## src/logic/pmc_pkg.sv

```systemverilog
// shared constants and types for the power mode controller
//
// How it works
// RULE1 - idle request halts core until any interrupt
// RULE2 - idle keeps peripherals clocked and running
// RULE3 - suspend needs internal oscillator; stops oscillators, peripherals
// RULE4 - sleep request shuts down most power nets
// RULE5 - sleep holds pins, ram and registers
// RULE6 - suspend/sleep wake on rtc, port, comparator
// RULE7 - wake resumes execution, never resets
// RULE8 - software disables unused analog before sleep
// RULE9 - reset runs low-power oscillator divided by eight
// RULE10 - divider gives powers of two 1..128
// RULE11 - hardware clears request bit on wake
`default_nettype none
package pmc_pkg;
    // power modes, gray coded in the order normal, idle, suspend, sleep
    typedef enum logic [1:0] {
        MODE_NORMAL  = 2'h0,
        MODE_IDLE    = 2'h1,
        MODE_SUSPEND = 2'h3,
        MODE_SLEEP   = 2'h2
    } pmode_t;

    // system clock source selections
    localparam logic [1:0] SRC_LPOSC = 2'h0;
    localparam logic [1:0] SRC_HFOSC = 2'h1;
    localparam logic [1:0] SRC_EXT   = 2'h2;
    localparam logic [1:0] SRC_RTC   = 2'h3;

    localparam int          DIV_SEL_W     = 3;
    localparam int          DIV_CNT_W     = 7;
    localparam logic [2:0]  DIV_SEL_RESET = 3'h3;      // divide by 8
    localparam logic [1:0]  SRC_RESET     = SRC_LPOSC;
    localparam int          LPOSC_FREQ_MHZ = 20;

    // wake source bit positions
    localparam int WAKE_RTC_ALARM = 0;
    localparam int WAKE_RTC_FAIL  = 1;
    localparam int WAKE_PORT      = 2;
    localparam int WAKE_CMP0      = 3;
    localparam int WAKE_W         = 4;

    // terminal count for a divide setting: 2^sel - 1
    function automatic logic [DIV_CNT_W-1:0] div_limit(input logic [DIV_SEL_W-1:0] sel);
        logic [DIV_CNT_W:0] one_hot;
        one_hot = 8'h01 << sel;
        div_limit = DIV_CNT_W'(one_hot - 8'h01);
    endfunction
endpackage
`default_nettype wire

```

## src/logic/clk_div_if.sv

```systemverilog
// interface between the mode controller and its clock divider
`default_nettype none
interface clk_div_if;
    logic [2:0] sel;
    logic       run;
    logic       tick;
    modport ctrl (output sel, output run, input tick);
    modport div  (input sel, input run, output tick);
endinterface
`default_nettype wire

```

## src/logic/power_mode_controller.sv

```systemverilog
// power mode controller: idle, suspend, sleep and system clock divider
`default_nettype none
module power_mode_controller
    import pmc_pkg::*;
(
    input  wire logic              ref_clk,
    input  wire logic              reset,
    input  wire logic              idle_set,
    input  wire logic              suspend_set,
    input  wire logic              sleep_set,
    input  wire logic              irq_any,
    input  wire logic              rtc_alarm,
    input  wire logic              rtc_fail,
    input  wire logic              port_match,
    input  wire logic              cmp0_out,
    input  wire logic [1:0]        clk_src_wr,
    input  wire logic              clk_src_we,
    input  wire logic [2:0]        clk_div_wr,
    input  wire logic              clk_div_we,
    output logic                   idle_req,
    output logic                   suspend_req,
    output logic                   sleep_req,
    output var pmc_pkg::pmode_t    mode,
    output logic                   core_run,
    output logic                   periph_clk_en,
    output logic                   osc_en,
    output logic                   power_nets_on,
    output logic                   state_hold,
    output logic                   wake_pulse,
    output logic [1:0]             clk_src,
    output logic [2:0]             clk_div,
    output logic                   system_clock_net_tick
);
    import pmc_pkg::*;

    // pin-side events pass two flops; second stage only feeds logic
    logic [WAKE_W-1:0] sync1_r;
    logic [WAKE_W-1:0] sync2_r;
    logic              cmp0_prev_r;
    always_ff @(posedge ref_clk) begin
        if (reset) begin
            sync1_r     <= '0;
            sync2_r     <= '0;
            cmp0_prev_r <= 1'b0;
        end else begin
            sync1_r     <= {cmp0_out, port_match, rtc_fail, rtc_alarm};
            sync2_r     <= sync1_r;
            cmp0_prev_r <= sync2_r[WAKE_CMP0];
        end
    end

    logic deep_wake;
    // only a comparator rising edge counts, not its level
    assign deep_wake = sync2_r[WAKE_RTC_ALARM] | sync2_r[WAKE_RTC_FAIL]  // RULE6
                     | sync2_r[WAKE_PORT] | (sync2_r[WAKE_CMP0] & ~cmp0_prev_r);

    pmode_t     mode_r;
    pmode_t     mode_nxt;
    logic [1:0] src_r;
    logic [1:0] src_nxt;
    logic [2:0] div_r;
    logic [2:0] div_nxt;
    logic       wake_r;
    logic       wake_nxt;

    // mode sequencing; requests only taken from normal mode
    always_comb begin
        mode_nxt = mode_r;
        wake_nxt = 1'b0;
        case (mode_r)
            MODE_NORMAL: begin
                if (sleep_set) begin
                    mode_nxt = MODE_SLEEP; // RULE4
                end else if (suspend_set && (src_r == SRC_LPOSC || src_r == SRC_HFOSC)) begin
                    mode_nxt = MODE_SUSPEND; // RULE3
                end else if (idle_set) begin
                    mode_nxt = MODE_IDLE; // RULE1
                end
            end
            MODE_IDLE: begin
                if (irq_any) begin
                    mode_nxt = MODE_NORMAL; // RULE1 RULE11
                    wake_nxt = 1'b1; // RULE7
                end
            end
            MODE_SUSPEND, MODE_SLEEP: begin
                if (deep_wake) begin
                    mode_nxt = MODE_NORMAL; // RULE6 RULE11
                    wake_nxt = 1'b1; // RULE7
                end
            end
            default: mode_nxt = MODE_NORMAL;
        endcase
    end

    // clock source and divider settings; held across every mode
    always_comb begin
        src_nxt = src_r;
        div_nxt = div_r;
        if (mode_r == MODE_NORMAL && clk_src_we) begin
            src_nxt = clk_src_wr;
        end
        if (mode_r == MODE_NORMAL && clk_div_we) begin
            div_nxt = clk_div_wr; // RULE10
        end
    end

    // only reset reloads settings; a wake never touches them
    always_ff @(posedge ref_clk) begin
        if (reset) begin
            mode_r <= MODE_NORMAL;
            src_r  <= SRC_RESET; // RULE9
            div_r  <= DIV_SEL_RESET; // RULE9
            wake_r <= 1'b0;
        end else begin
            mode_r <= mode_nxt;
            src_r  <= src_nxt; // RULE5 RULE7
            div_r  <= div_nxt;
            wake_r <= wake_nxt;
        end
    end

    // registered control outputs decoded from next mode
    logic core_r;
    logic pclk_r;
    logic osc_r;
    logic pwr_r;
    logic hold_r;
    logic idle_r;
    logic susp_r;
    logic slp_r;
    // request bits registered so every output leaves a flop
    always_ff @(posedge ref_clk) begin
        if (reset) begin
            idle_r <= 1'b0;
            susp_r <= 1'b0;
            slp_r  <= 1'b0;
        end else begin
            idle_r <= (mode_nxt == MODE_IDLE); // RULE11
            susp_r <= (mode_nxt == MODE_SUSPEND);
            slp_r  <= (mode_nxt == MODE_SLEEP);
        end
    end

    always_ff @(posedge ref_clk) begin
        if (reset) begin
            core_r <= 1'b1;
            pclk_r <= 1'b1;
            osc_r  <= 1'b1;
            pwr_r  <= 1'b1;
            hold_r <= 1'b0;
        end else begin
            core_r <= (mode_nxt == MODE_NORMAL);
            pclk_r <= (mode_nxt == MODE_NORMAL) || (mode_nxt == MODE_IDLE); // RULE2 RULE3
            osc_r  <= (mode_nxt == MODE_NORMAL) || (mode_nxt == MODE_IDLE); // RULE3
            pwr_r  <= (mode_nxt != MODE_SLEEP); // RULE4
            hold_r <= (mode_nxt == MODE_SLEEP); // RULE5
        end
    end

    // divider runs only while the oscillator is on
    clk_div_if cdiv ();
    assign cdiv.sel = div_r;
    assign cdiv.run = osc_r;
    system_clock_net_divider u_div (
        .ref_clk (ref_clk),
        .reset   (reset),
        .dv      (cdiv.div)
    );

    assign mode          = mode_r;
    assign idle_req      = idle_r; // RULE11
    assign suspend_req   = susp_r;
    assign sleep_req     = slp_r;
    assign core_run      = core_r;
    assign periph_clk_en = pclk_r;
    assign osc_en        = osc_r;
    assign power_nets_on = pwr_r;
    assign state_hold    = hold_r;
    assign wake_pulse    = wake_r;
    assign clk_src       = src_r;
    assign clk_div       = div_r;
    assign system_clock_net_tick   = cdiv.tick;

    idle_enter_a: assert property (@(posedge ref_clk) disable iff (reset)
        mode_r == MODE_NORMAL && idle_set && !sleep_set && !suspend_set |=> idle_req && !core_r && pclk_r) // RULE1
        else $error("idle entry wrong");
    idle_periph_a: assert property (@(posedge ref_clk) disable iff (reset)
        idle_req |-> pclk_r && osc_r) // RULE2
        else $error("peripherals stopped in idle");
    suspend_src_a: assert property (@(posedge ref_clk) disable iff (reset)
        $rose(suspend_req) |-> $past(src_r) == SRC_LPOSC || $past(src_r) == SRC_HFOSC) // RULE3
        else $error("suspend from external source");
    suspend_osc_a: assert property (@(posedge ref_clk) disable iff (reset)
        suspend_req |-> !osc_r && !pclk_r && !core_r) // RULE3
        else $error("suspend left clocks running");
    sleep_power_a: assert property (@(posedge ref_clk) disable iff (reset)
        mode_r == MODE_NORMAL && sleep_set |=> sleep_req && !pwr_r && hold_r) // RULE4 RULE5
        else $error("sleep entry wrong");
    deep_wake_a: assert property (@(posedge ref_clk) disable iff (reset)
        (suspend_req || sleep_req) && deep_wake |=> mode_r == MODE_NORMAL && wake_r && core_r) // RULE6 RULE11
        else $error("deep wake missed");
    cmp_level_a: assert property (@(posedge ref_clk) disable iff (reset)
        sleep_req && sync2_r[WAKE_CMP0] && cmp0_prev_r && sync2_r[2:0] == 3'h0 |=> sleep_req) // RULE6
        else $error("comparator level woke device");
    wake_keep_a: assert property (@(posedge ref_clk) disable iff (reset)
        wake_r |-> $stable(div_r) && $stable(src_r)) // RULE7
        else $error("wake disturbed settings");
    reset_clk_a: assert property (@(posedge ref_clk)
        $fell(reset) |-> src_r == SRC_LPOSC && div_r == 3'h3) // RULE9
        else $error("reset clock settings wrong");
    cov_idle: cover property (@(posedge ref_clk) disable iff (reset) idle_req ##[1:20] wake_r);
    cov_susp: cover property (@(posedge ref_clk) disable iff (reset) suspend_req ##[1:20] wake_r);
    cov_sleep: cover property (@(posedge ref_clk) disable iff (reset) sleep_req ##[1:20] wake_r);
endmodule
`default_nettype wire

```

## src/logic/system_clock_net_divider.sv

```systemverilog
// power-of-two system clock enable divider
`default_nettype none
module system_clock_net_divider
    import pmc_pkg::*;
(
    input  wire logic ref_clk,
    input  wire logic reset,
    clk_div_if.div    dv
);
    logic [DIV_CNT_W-1:0] cnt_r;
    logic [DIV_CNT_W-1:0] cnt_nxt;
    logic                 tick_r;
    logic                 tick_nxt;

    // count to 2^sel-1 then pulse; frozen when source stopped
    always_comb begin
        cnt_nxt  = cnt_r;
        tick_nxt = 1'b0;
        if (dv.run) begin
            if (cnt_r >= div_limit(dv.sel)) begin // RULE10
                cnt_nxt  = '0;
                tick_nxt = 1'b1;
            end else begin
                cnt_nxt = cnt_r + 7'h01;
            end
        end
    end

    always_ff @(posedge ref_clk) begin
        if (reset) begin
            cnt_r  <= '0;
            tick_r <= 1'b0;
        end else begin
            cnt_r  <= cnt_nxt;
            tick_r <= tick_nxt;
        end
    end
    assign dv.tick = tick_r;

    tick_spacing_a: assert property (@(posedge ref_clk) disable iff (reset)
        tick_r && dv.run && $stable(dv.sel) && dv.sel == 3'h1
        |=> !tick_r ##1 (tick_r || !$past(dv.run) || $past(dv.sel) != 3'h1)) // RULE10
        else $error("divide by two tick spacing wrong");
endmodule
`default_nettype wire

```

## config.mk

```make
export PLATFORM = sky130hd
export DESIGN_NAME = power_mode_controller
export DESIGN_NICKNAME = d
export VERILOG_FILES = /design/src/logic/pmc_pkg.sv /design/src/logic/clk_div_if.sv /design/src/logic/power_mode_controller.sv /design/src/logic/system_clock_net_divider.sv
export SDC_FILE = /design/constraint.sdc
export NUM_CORES = 1
export LEC_CHECK = 0
export BUFFER_PORTS_ARGS = -buffer_cell sky130_fd_sc_hd__buf_2
export CORE_MARGIN = 4
export CORE_UTILIZATION = 50
export DETAILED_ROUTE_END_ITERATION = 8
export GPL_TIMING_DRIVEN = 0
export PLACE_DENSITY = 0.83
export SLEW_MARGIN = 15
export SYNTH_ARGS = -nofsm -noshare
export SYNTH_HDL_FRONTEND = slang
export SYNTH_SLANG_ARGS = --single-unit
```

## constraint.sdc

```tcl
create_clock -name ref_clk -period 1.9 [get_ports ref_clk]
set_input_delay 0.285 -clock ref_clk [delete_from_list [all_inputs] [get_ports ref_clk]]
set_output_delay 0.285 -clock ref_clk [all_outputs]
set_load 0.02 [all_outputs]
```

==> results_dict.tcl, run 1 <==
set metrics [dict create \
    synth_top_family_by_area "simple AND/OR/NAND/NOR gates" \
    synth_fa_ha_area_frac 0.0787 \
    wl_per_cell_um 13.1 \
    whs_ns 0.162 \
    ios 34 \
    antenna_found_initial 0 \
    multiInputGateArea_um2 629 \
    num-nets-final 195 \
    ctsHtreeMaxLevel 2 \
    die_area_um2 3420 \
    grt-ovfl-total 0 \
    p_per_area_nw_per_um2 1010 \
    ys_types 35 \
    ant_nets 0 \
    worstSetupPathType "flip-flop to flip-flop" \
    crit_path_top_delay_cell "or3_1" \
    track_usage 0.166 \
    drt-initial-drc-count 19 \
    outcome "finished clean" \
    final_common_cell "buf_2" \
    synth_xor_area_frac 0.0413 \
    total_power_uw 1610 \
    fin_crit_ns 1.79 \
    ir_drop_mv 0.683 \
    synthArstFlopShare 0 \
    route.met3.wl_um 159 \
    wl_met2_um 1370 \
    syn_nets 155 \
    hold_viol_final 0 \
    hpwl_um 1910 \
    worst_pin_slew_ns 0.497 \
    arrival_ns 2.00 \
    num_vias 1060 \
    yosysWarnings 0 \
    grt_pass1_vias 1057 \
    routabilityCongestion 0.821 \
    ys_ff_latch 31 \
    cts_tree "done" \
    cap_viol_max_count 0 \
    synth-edff-count 0 \
    endpoint_kind "flip-flop" \
    fin_crit_sh 0.944 \
    drt_pass1_iterations 4 \
    die_h_um 58.4 \
    synth-simple-area-share 0.236 \
    syn_to_final_growth_pct 24.8 \
    coreArea_um2 2450 \
    slowest_delay_ns 0.39 \
    synth_ff_type "dfxtp_1" \
    clock.fmax_mhz 557 \
    via_per_inst 5.27 \
    ctsRootBufferMaster "clkbuf_4" \
    path_clk_slew_ns 0.10 \
    numPlacedInstances 193 \
    drcViolationCount 0 \
    drt-total-wl_um 2630 \
    fin_cells 201 \
    post_cts_buffers 0 \
    p_leak_uw 0.000713 \
    met1_length_um 1020 \
    worstPathMaxFanout 8 \
    cts_inserted_buffers 5 \
    skew_ns 0.0106 \
    placed_area_um2 1480 \
    critPathLaunchType "flip-flop" \
    num-fill-cells 205 \
    drive_gt1_frac 0.327 \
    antennaDiodeCount 0 \
    num_rows 18 \
    seq_area_frac_synth 0.488 \
    hold_class "primary input to flip-flop" \
    crit_chain "or3_1, ha_1, nand2b_1, a31oi_2, o21ai_4, nor2b_1" \
    crit_required_ns 2.10 \
    cts_sinks 31 \
    grt_max_degree 11 \
    finalSetupViolations 0 \
    synthMuxAreaShare 0.00787 \
    grt_pass1_wl_um 4350 \
    layout_common_cells "34 x buf_2, 29 x dfxtp_1, 12 x nand2_1" \
    cts.path.max_buffers 2 \
    clock_latency_ns 0.33 \
    seq_area_um2 623 \
    maxSlewHeadroom 0.668 \
    topRoutingLayerUsed "met4" \
    slew_viol_final 0 \
    syn_inst 130 \
    avgSynthCellArea_um2 9.79 \
    initial_core_util 0.518 \
    synth-compound-area-share 0.112 \
    place.port_buffers 33 \
    die-width_um 58.4 \
    final_area_um2 1590 \
    syn-cell-area_um2 1270 \
]
-- cell usage after synthesis, drive strengths merged, types with 2 or more instances --
library cell	n	area, um2
ha	8	100
and3	3	18.8
clkbuf	2	7.51
nand2	12	45.0
o21ai	6	41.3
inv	5	18.8
and2	2	12.5
nand3	4	20.0
a31oi	2	18.8
nand4	2	12.5
nor2b	10	62.6
xnor2	3	26.3
nor3	10	50.1
dfxtp	31	621
buf	3	20.0
xor2	3	26.3
nor2	6	25.0
a211o	2	17.5
a21oi	6	33.8
-- layout make-up --
class / count / share of cell area
plain buffers: 5 / 0.0173
clock buffers: 6 / 0.0323
clock inverters: 2 / 0.0221
inverters: 5 / 0.0118
multi-input cells: 89 / 0.396
flip-flops and latches: 31 / 0.392
well taps: 30 / 0.0236
repair buffers: 33 / 0.104
-- critical path, delay by kind of cell (launching register included) --
| kind | cells | cell delay [ns] |
|---|---|---|
| AO/OA/AOI/OAI | 2 | 0.35 |
| adder cells (fa/ha/maj) | 1 | 0.27 |
| AND/OR/NAND/NOR | 3 | 0.69 |
| flip-flops | 1 | 0.36 |
-- state kept, by name, summed over array words and instances (netlist names), 2 cells and up --
register,count
clk_div,3
mode,2
clk_src,2
sync2_r,4
u_div.cnt_r,7
sync1_r,4
-- path summary, 6_finish.rpt --
kind / start / endpoint / slack (ns) / cells past startpoint
worst min-delay path: rtc_fail / sync1_r[1] / 0.16 / 2
worst max register to register: clk_div[0] / u_div.dv.tick / 0.11 / 6
worst max-delay path: clk_div[0] / u_div.dv.tick / 0.11 / 6
worst min register to register: sync1_r[0] / sync2_r[0] / 0.45 / 1
-- per-stage QoR --
stage	setup slack (ns)	TNS [ns]	util
4_1_cts	0.0804	0	0.636
6_report	0.106	0	0.647
5_1_grt	-0.0201	-0.0379	0.647
3_3_place_gp	0.124	0	0.601
3_5_place_dp	0.126	0	0.601
2_1_floorplan	0.162	0	-
-- power by group --
| group | leakage [uW] | switching [uW] | internal (uW) |
|---|---|---|---|
| registers | 0.000255 | 46.6 | 706 |
| logic | 0.000410 | 184 | 134 |
| clock network | 0.0000482 | 225 | 311 |
| total | 0.000713 | 456 | 1150 |
-- timing repair --
action                                  CTS  global route
gates resized for setup                   0             6
endpoints found under the setup margin    0             8
hold buffers                              0             0
hold endpoints to repair                  0             0
-- logic make-up (layout without fill, tap and decap cells) --
kind of cell,count (synthesis),after routing
buf+inv,10,51
mux,1,1
flops,31,31
compound gates,20,20
xor+xnor,6,6
simple gates,54,54
fa+ha+maj,8,8
-- metal layers --
layer	vias to the layer above	GRT usage
li1	525	-
met1	492	0.185
met2	33	0.295
met5	-	0
met3	10	0.0373
met4	0	0.0795
Power figures use the tool's default switching activity.
==> inputs of run 2 (changes only) <==
ABC_AREA = 1   (was not set)
CORE_UTILIZATION = 51   (was 50)
PLACE_DENSITY = 0.84   (was 0.83)
==> results_dict.tcl, run 2 <==
set metrics [dict create \
    outcome "finished clean" \
    ys_ff_latch 31 \
    seq_area_frac_synth 0.473 \
    arrival_ns 1.94 \
    p_leak_uw 0.000832 \
    multiInputGateArea_um2 579 \
    rrSetupSlack_ns 0.23 \
    endpoint_kind "flip-flop" \
    syn-cell-area_um2 1310 \
    coreArea_um2 2450 \
    antennaDiodeCount 0 \
    crit_required_ns 2.17 \
    fin_tns_setup_ns 0 \
    drive_gt1_frac 0.214 \
    drt-initial-drc-count 46 \
    hold_viol_final 0 \
    fin_crit_ns 1.67 \
    route.met3.wl_um 153 \
    initial_core_util 0.535 \
    grt-ovfl-total 0 \
    grt_max_degree 11 \
    synth_top_area_frac 0.473 \
    syn_to_final_growth_pct 19.6 \
    ctsHtreeMaxLevel 2 \
    track_usage 0.159 \
    drt-total-wl_um 2350 \
    ios 34 \
    crit_path_frequent_cell "nand2_1" \
    synth_ff_type "dfxtp_1" \
    total_power_uw 1420 \
    worst_pin_slew_ns 0.379 \
    hpwl_um 1820 \
    num-nets-final 234 \
    yosysWarnings 0 \
    reg_top3 "u_div.cnt_r x7, sync1_r x4, sync2_r x4" \
    syn_inst 169 \
    synth-edff-count 0 \
    grt_pass1_wl_um 4130 \
    crit_chain "o21ai_0, ha_1, nand2_1, nand2_1, a21oi_1, nand3_1, nand2_1, nand2_1, nor2_1" \
    p_per_area_nw_per_um2 903 \
    drt_pass1_iterations 4 \
    p_int_uw 966 \
    crit_path_top_delay_cell "dfxtp_1" \
    worst_r2r_endpoint "u_div.cnt_r[6]" \
    num_rows 18 \
    antenna_found_initial 0 \
    skew_ns 0.00831 \
    cts_inserted_buffers 5 \
    endpoint "u_div.cnt_r[6]" \
    combPwrFrac 0.212 \
    post_cts_buffers 0 \
    met1_length_um 1050 \
    maxSlewHeadroom 0.747 \
    yosysTopAreaCell "dfxtp_1" \
    grt_pass1_vias 1021 \
    die_h_um 58.7 \
    worstPathMaxFanout 7 \
    hold_class "primary input to flip-flop" \
    die_area_um2 3450 \
    p_seq_frac 0.528 \
    largest_reg_flops 7 \
    final_common_cell "nand2_1" \
    avgSynthCellArea_um2 7.77 \
    switching_power_uw 452 \
    die-width_um 58.7 \
    path_depth 9 \
    cts_tree "done" \
    num-fill-cells 216 \
    reg2reg_depth 9 \
    critPathLaunchType "flip-flop" \
    clock.fmax_mhz 600 \
    place.port_buffers 33 \
    cap_viol_max_count 0 \
    cts.path.max_buffers 2 \
    top_register "u_div.cnt_r" \
    seq_area_um2 622 \
    switching_share 0.319 \
    yosys-top-cells-count "38 x nand2_1, 31 x dfxtp_1, 28 x nor2_1" \
    ir_drop_mv 0.743 \
    wl_per_cell_um 9.81 \
    critPathTopFamily "simple AND/OR/NAND/NOR gates" \
    fin_crit_sh 0.877 \
    cts_sinks 31 \
    pwr-share-clk 0.259 \
    r2r_start "clk_div[1]" \
    layout_common_cells "38 x nand2_1, 33 x buf_2, 30 x dfxtp_1" \
    num_vias 1134 \
    synth.most_common_cell "nand2_1" \
    clock_latency_ns 0.34 \
    startpoint "clk_div[1]" \
    via_per_inst 4.73 \
    wl_met2_um 1090 \
    slew_viol_final 0 \
    ctsRootBufferMaster "clkbuf_4" \
    drcViolationCount 0 \
    synthArstFlopShare 0 \
    ys_types 21 \
    routabilityCongestion 0.827 \
    path_buf_inv 0 \
    slowest_delay_ns 0.44 \
    worstSetupPathType "flip-flop to flip-flop" \
    path_clk_slew_ns 0.09 \
    synth_area_leaders "dfxtp_1 47%, nand2_1 11%, nor2_1 8.0%, ha_1 7.6%, inv_1 7.1%" \
    finalSetupViolations 0 \
    rsz0062_at_grt "no" \
    ant_nets 0 \
    topRoutingLayerUsed "met4" \
    syn_nets 194 \
]
-- run 2: cell types whose count changed in the layout (fill, tap and decap cells not counted), moves of 3 or more --
cell,before,now
and3_1,3,0
nor3_1,8,1
nand3_1,4,10
inv_1,5,25
nor2_1,5,28
nor2b_1,10,0
nand2_1,12,38
-- run 2: worst min path at each step --
stage,startpoint,endpoint,slack (ns),cells after the start
2_1_floorplan,reset,clk_src[0],0.35,1
3_5_place_dp,sync1_r[2],sync2_r[2],0.40,2
6_report,rtc_fail,sync1_r[1],0.14,3
4_1_cts,rtc_fail,sync1_r[1],0.13,3
3_3_place_gp,sync1_r[3],sync2_r[3],0.39,2
5_1_grt,rtc_fail,sync1_r[1],0.14,3
-- run 2: stage by stage --
stage               worst slack, ns  instances  area, um2   util  hold slack (ns)
finish                        0.233        240       1570  0.640            0.144
global placement              0.257        232       1520  0.617            0.388
detailed placement            0.200        232       1520  0.617            0.395
CTS                           0.182        240       1570  0.639            0.131
global route                0.00111        240       1570  0.640            0.137
floorplan                     0.317        169       1310      -            0.354
-- run 2: area by class of cell --
cell class,count,area share
Buffer,3,0.0120
Clock buffer,6,0.0263
Clock inverter,2,0.00797
Inverter,25,0.0598
Multi-Input combinational cell,110,0.369
Sequential cell,31,0.396
Tap cell,30,0.0239
Timing Repair Buffer,33,0.105
-- run 2: metal layers --
layer / vias up / global-route usage
li1: 598 / -
met1: 497 / 0.182
met2: 29 / 0.248
met3: 10 / 0.0680
met4: 0 / 0.0874
met5: - / 0
-- run 2: power by group through the flow --
stage	clock [uW]	combinational (uW)	sequential, uW
2_1_floorplan	0	171	798
3_3_place_gp	0	295	761
3_5_place_dp	0	303	764
4_1_cts	383	305	749
5_1_grt	414	346	759
6_report	368	301	749
-- run 2: worst min-delay path, stage by stage --
cell and delay [ns]:
buf_2 0.08, inv_1 0.03, nor2_1 0.06
-- run 2: logic make-up after synthesis --
| family | share of synthesized area |
|---|---|
| simple gates | 0.265 |
| flops | 0.473 |
| buf+inv | 0.0858 |
| compound gates | 0.0591 |
| fa+ha+maj | 0.0763 |
| xor+xnor | 0.0334 |
| mux | 0.00763 |
-- run 2: timing repair --
action                                  CTS  global route
resized for setup                         0             1
endpoints found under the setup margin    0             5
hold buffers                              0             0
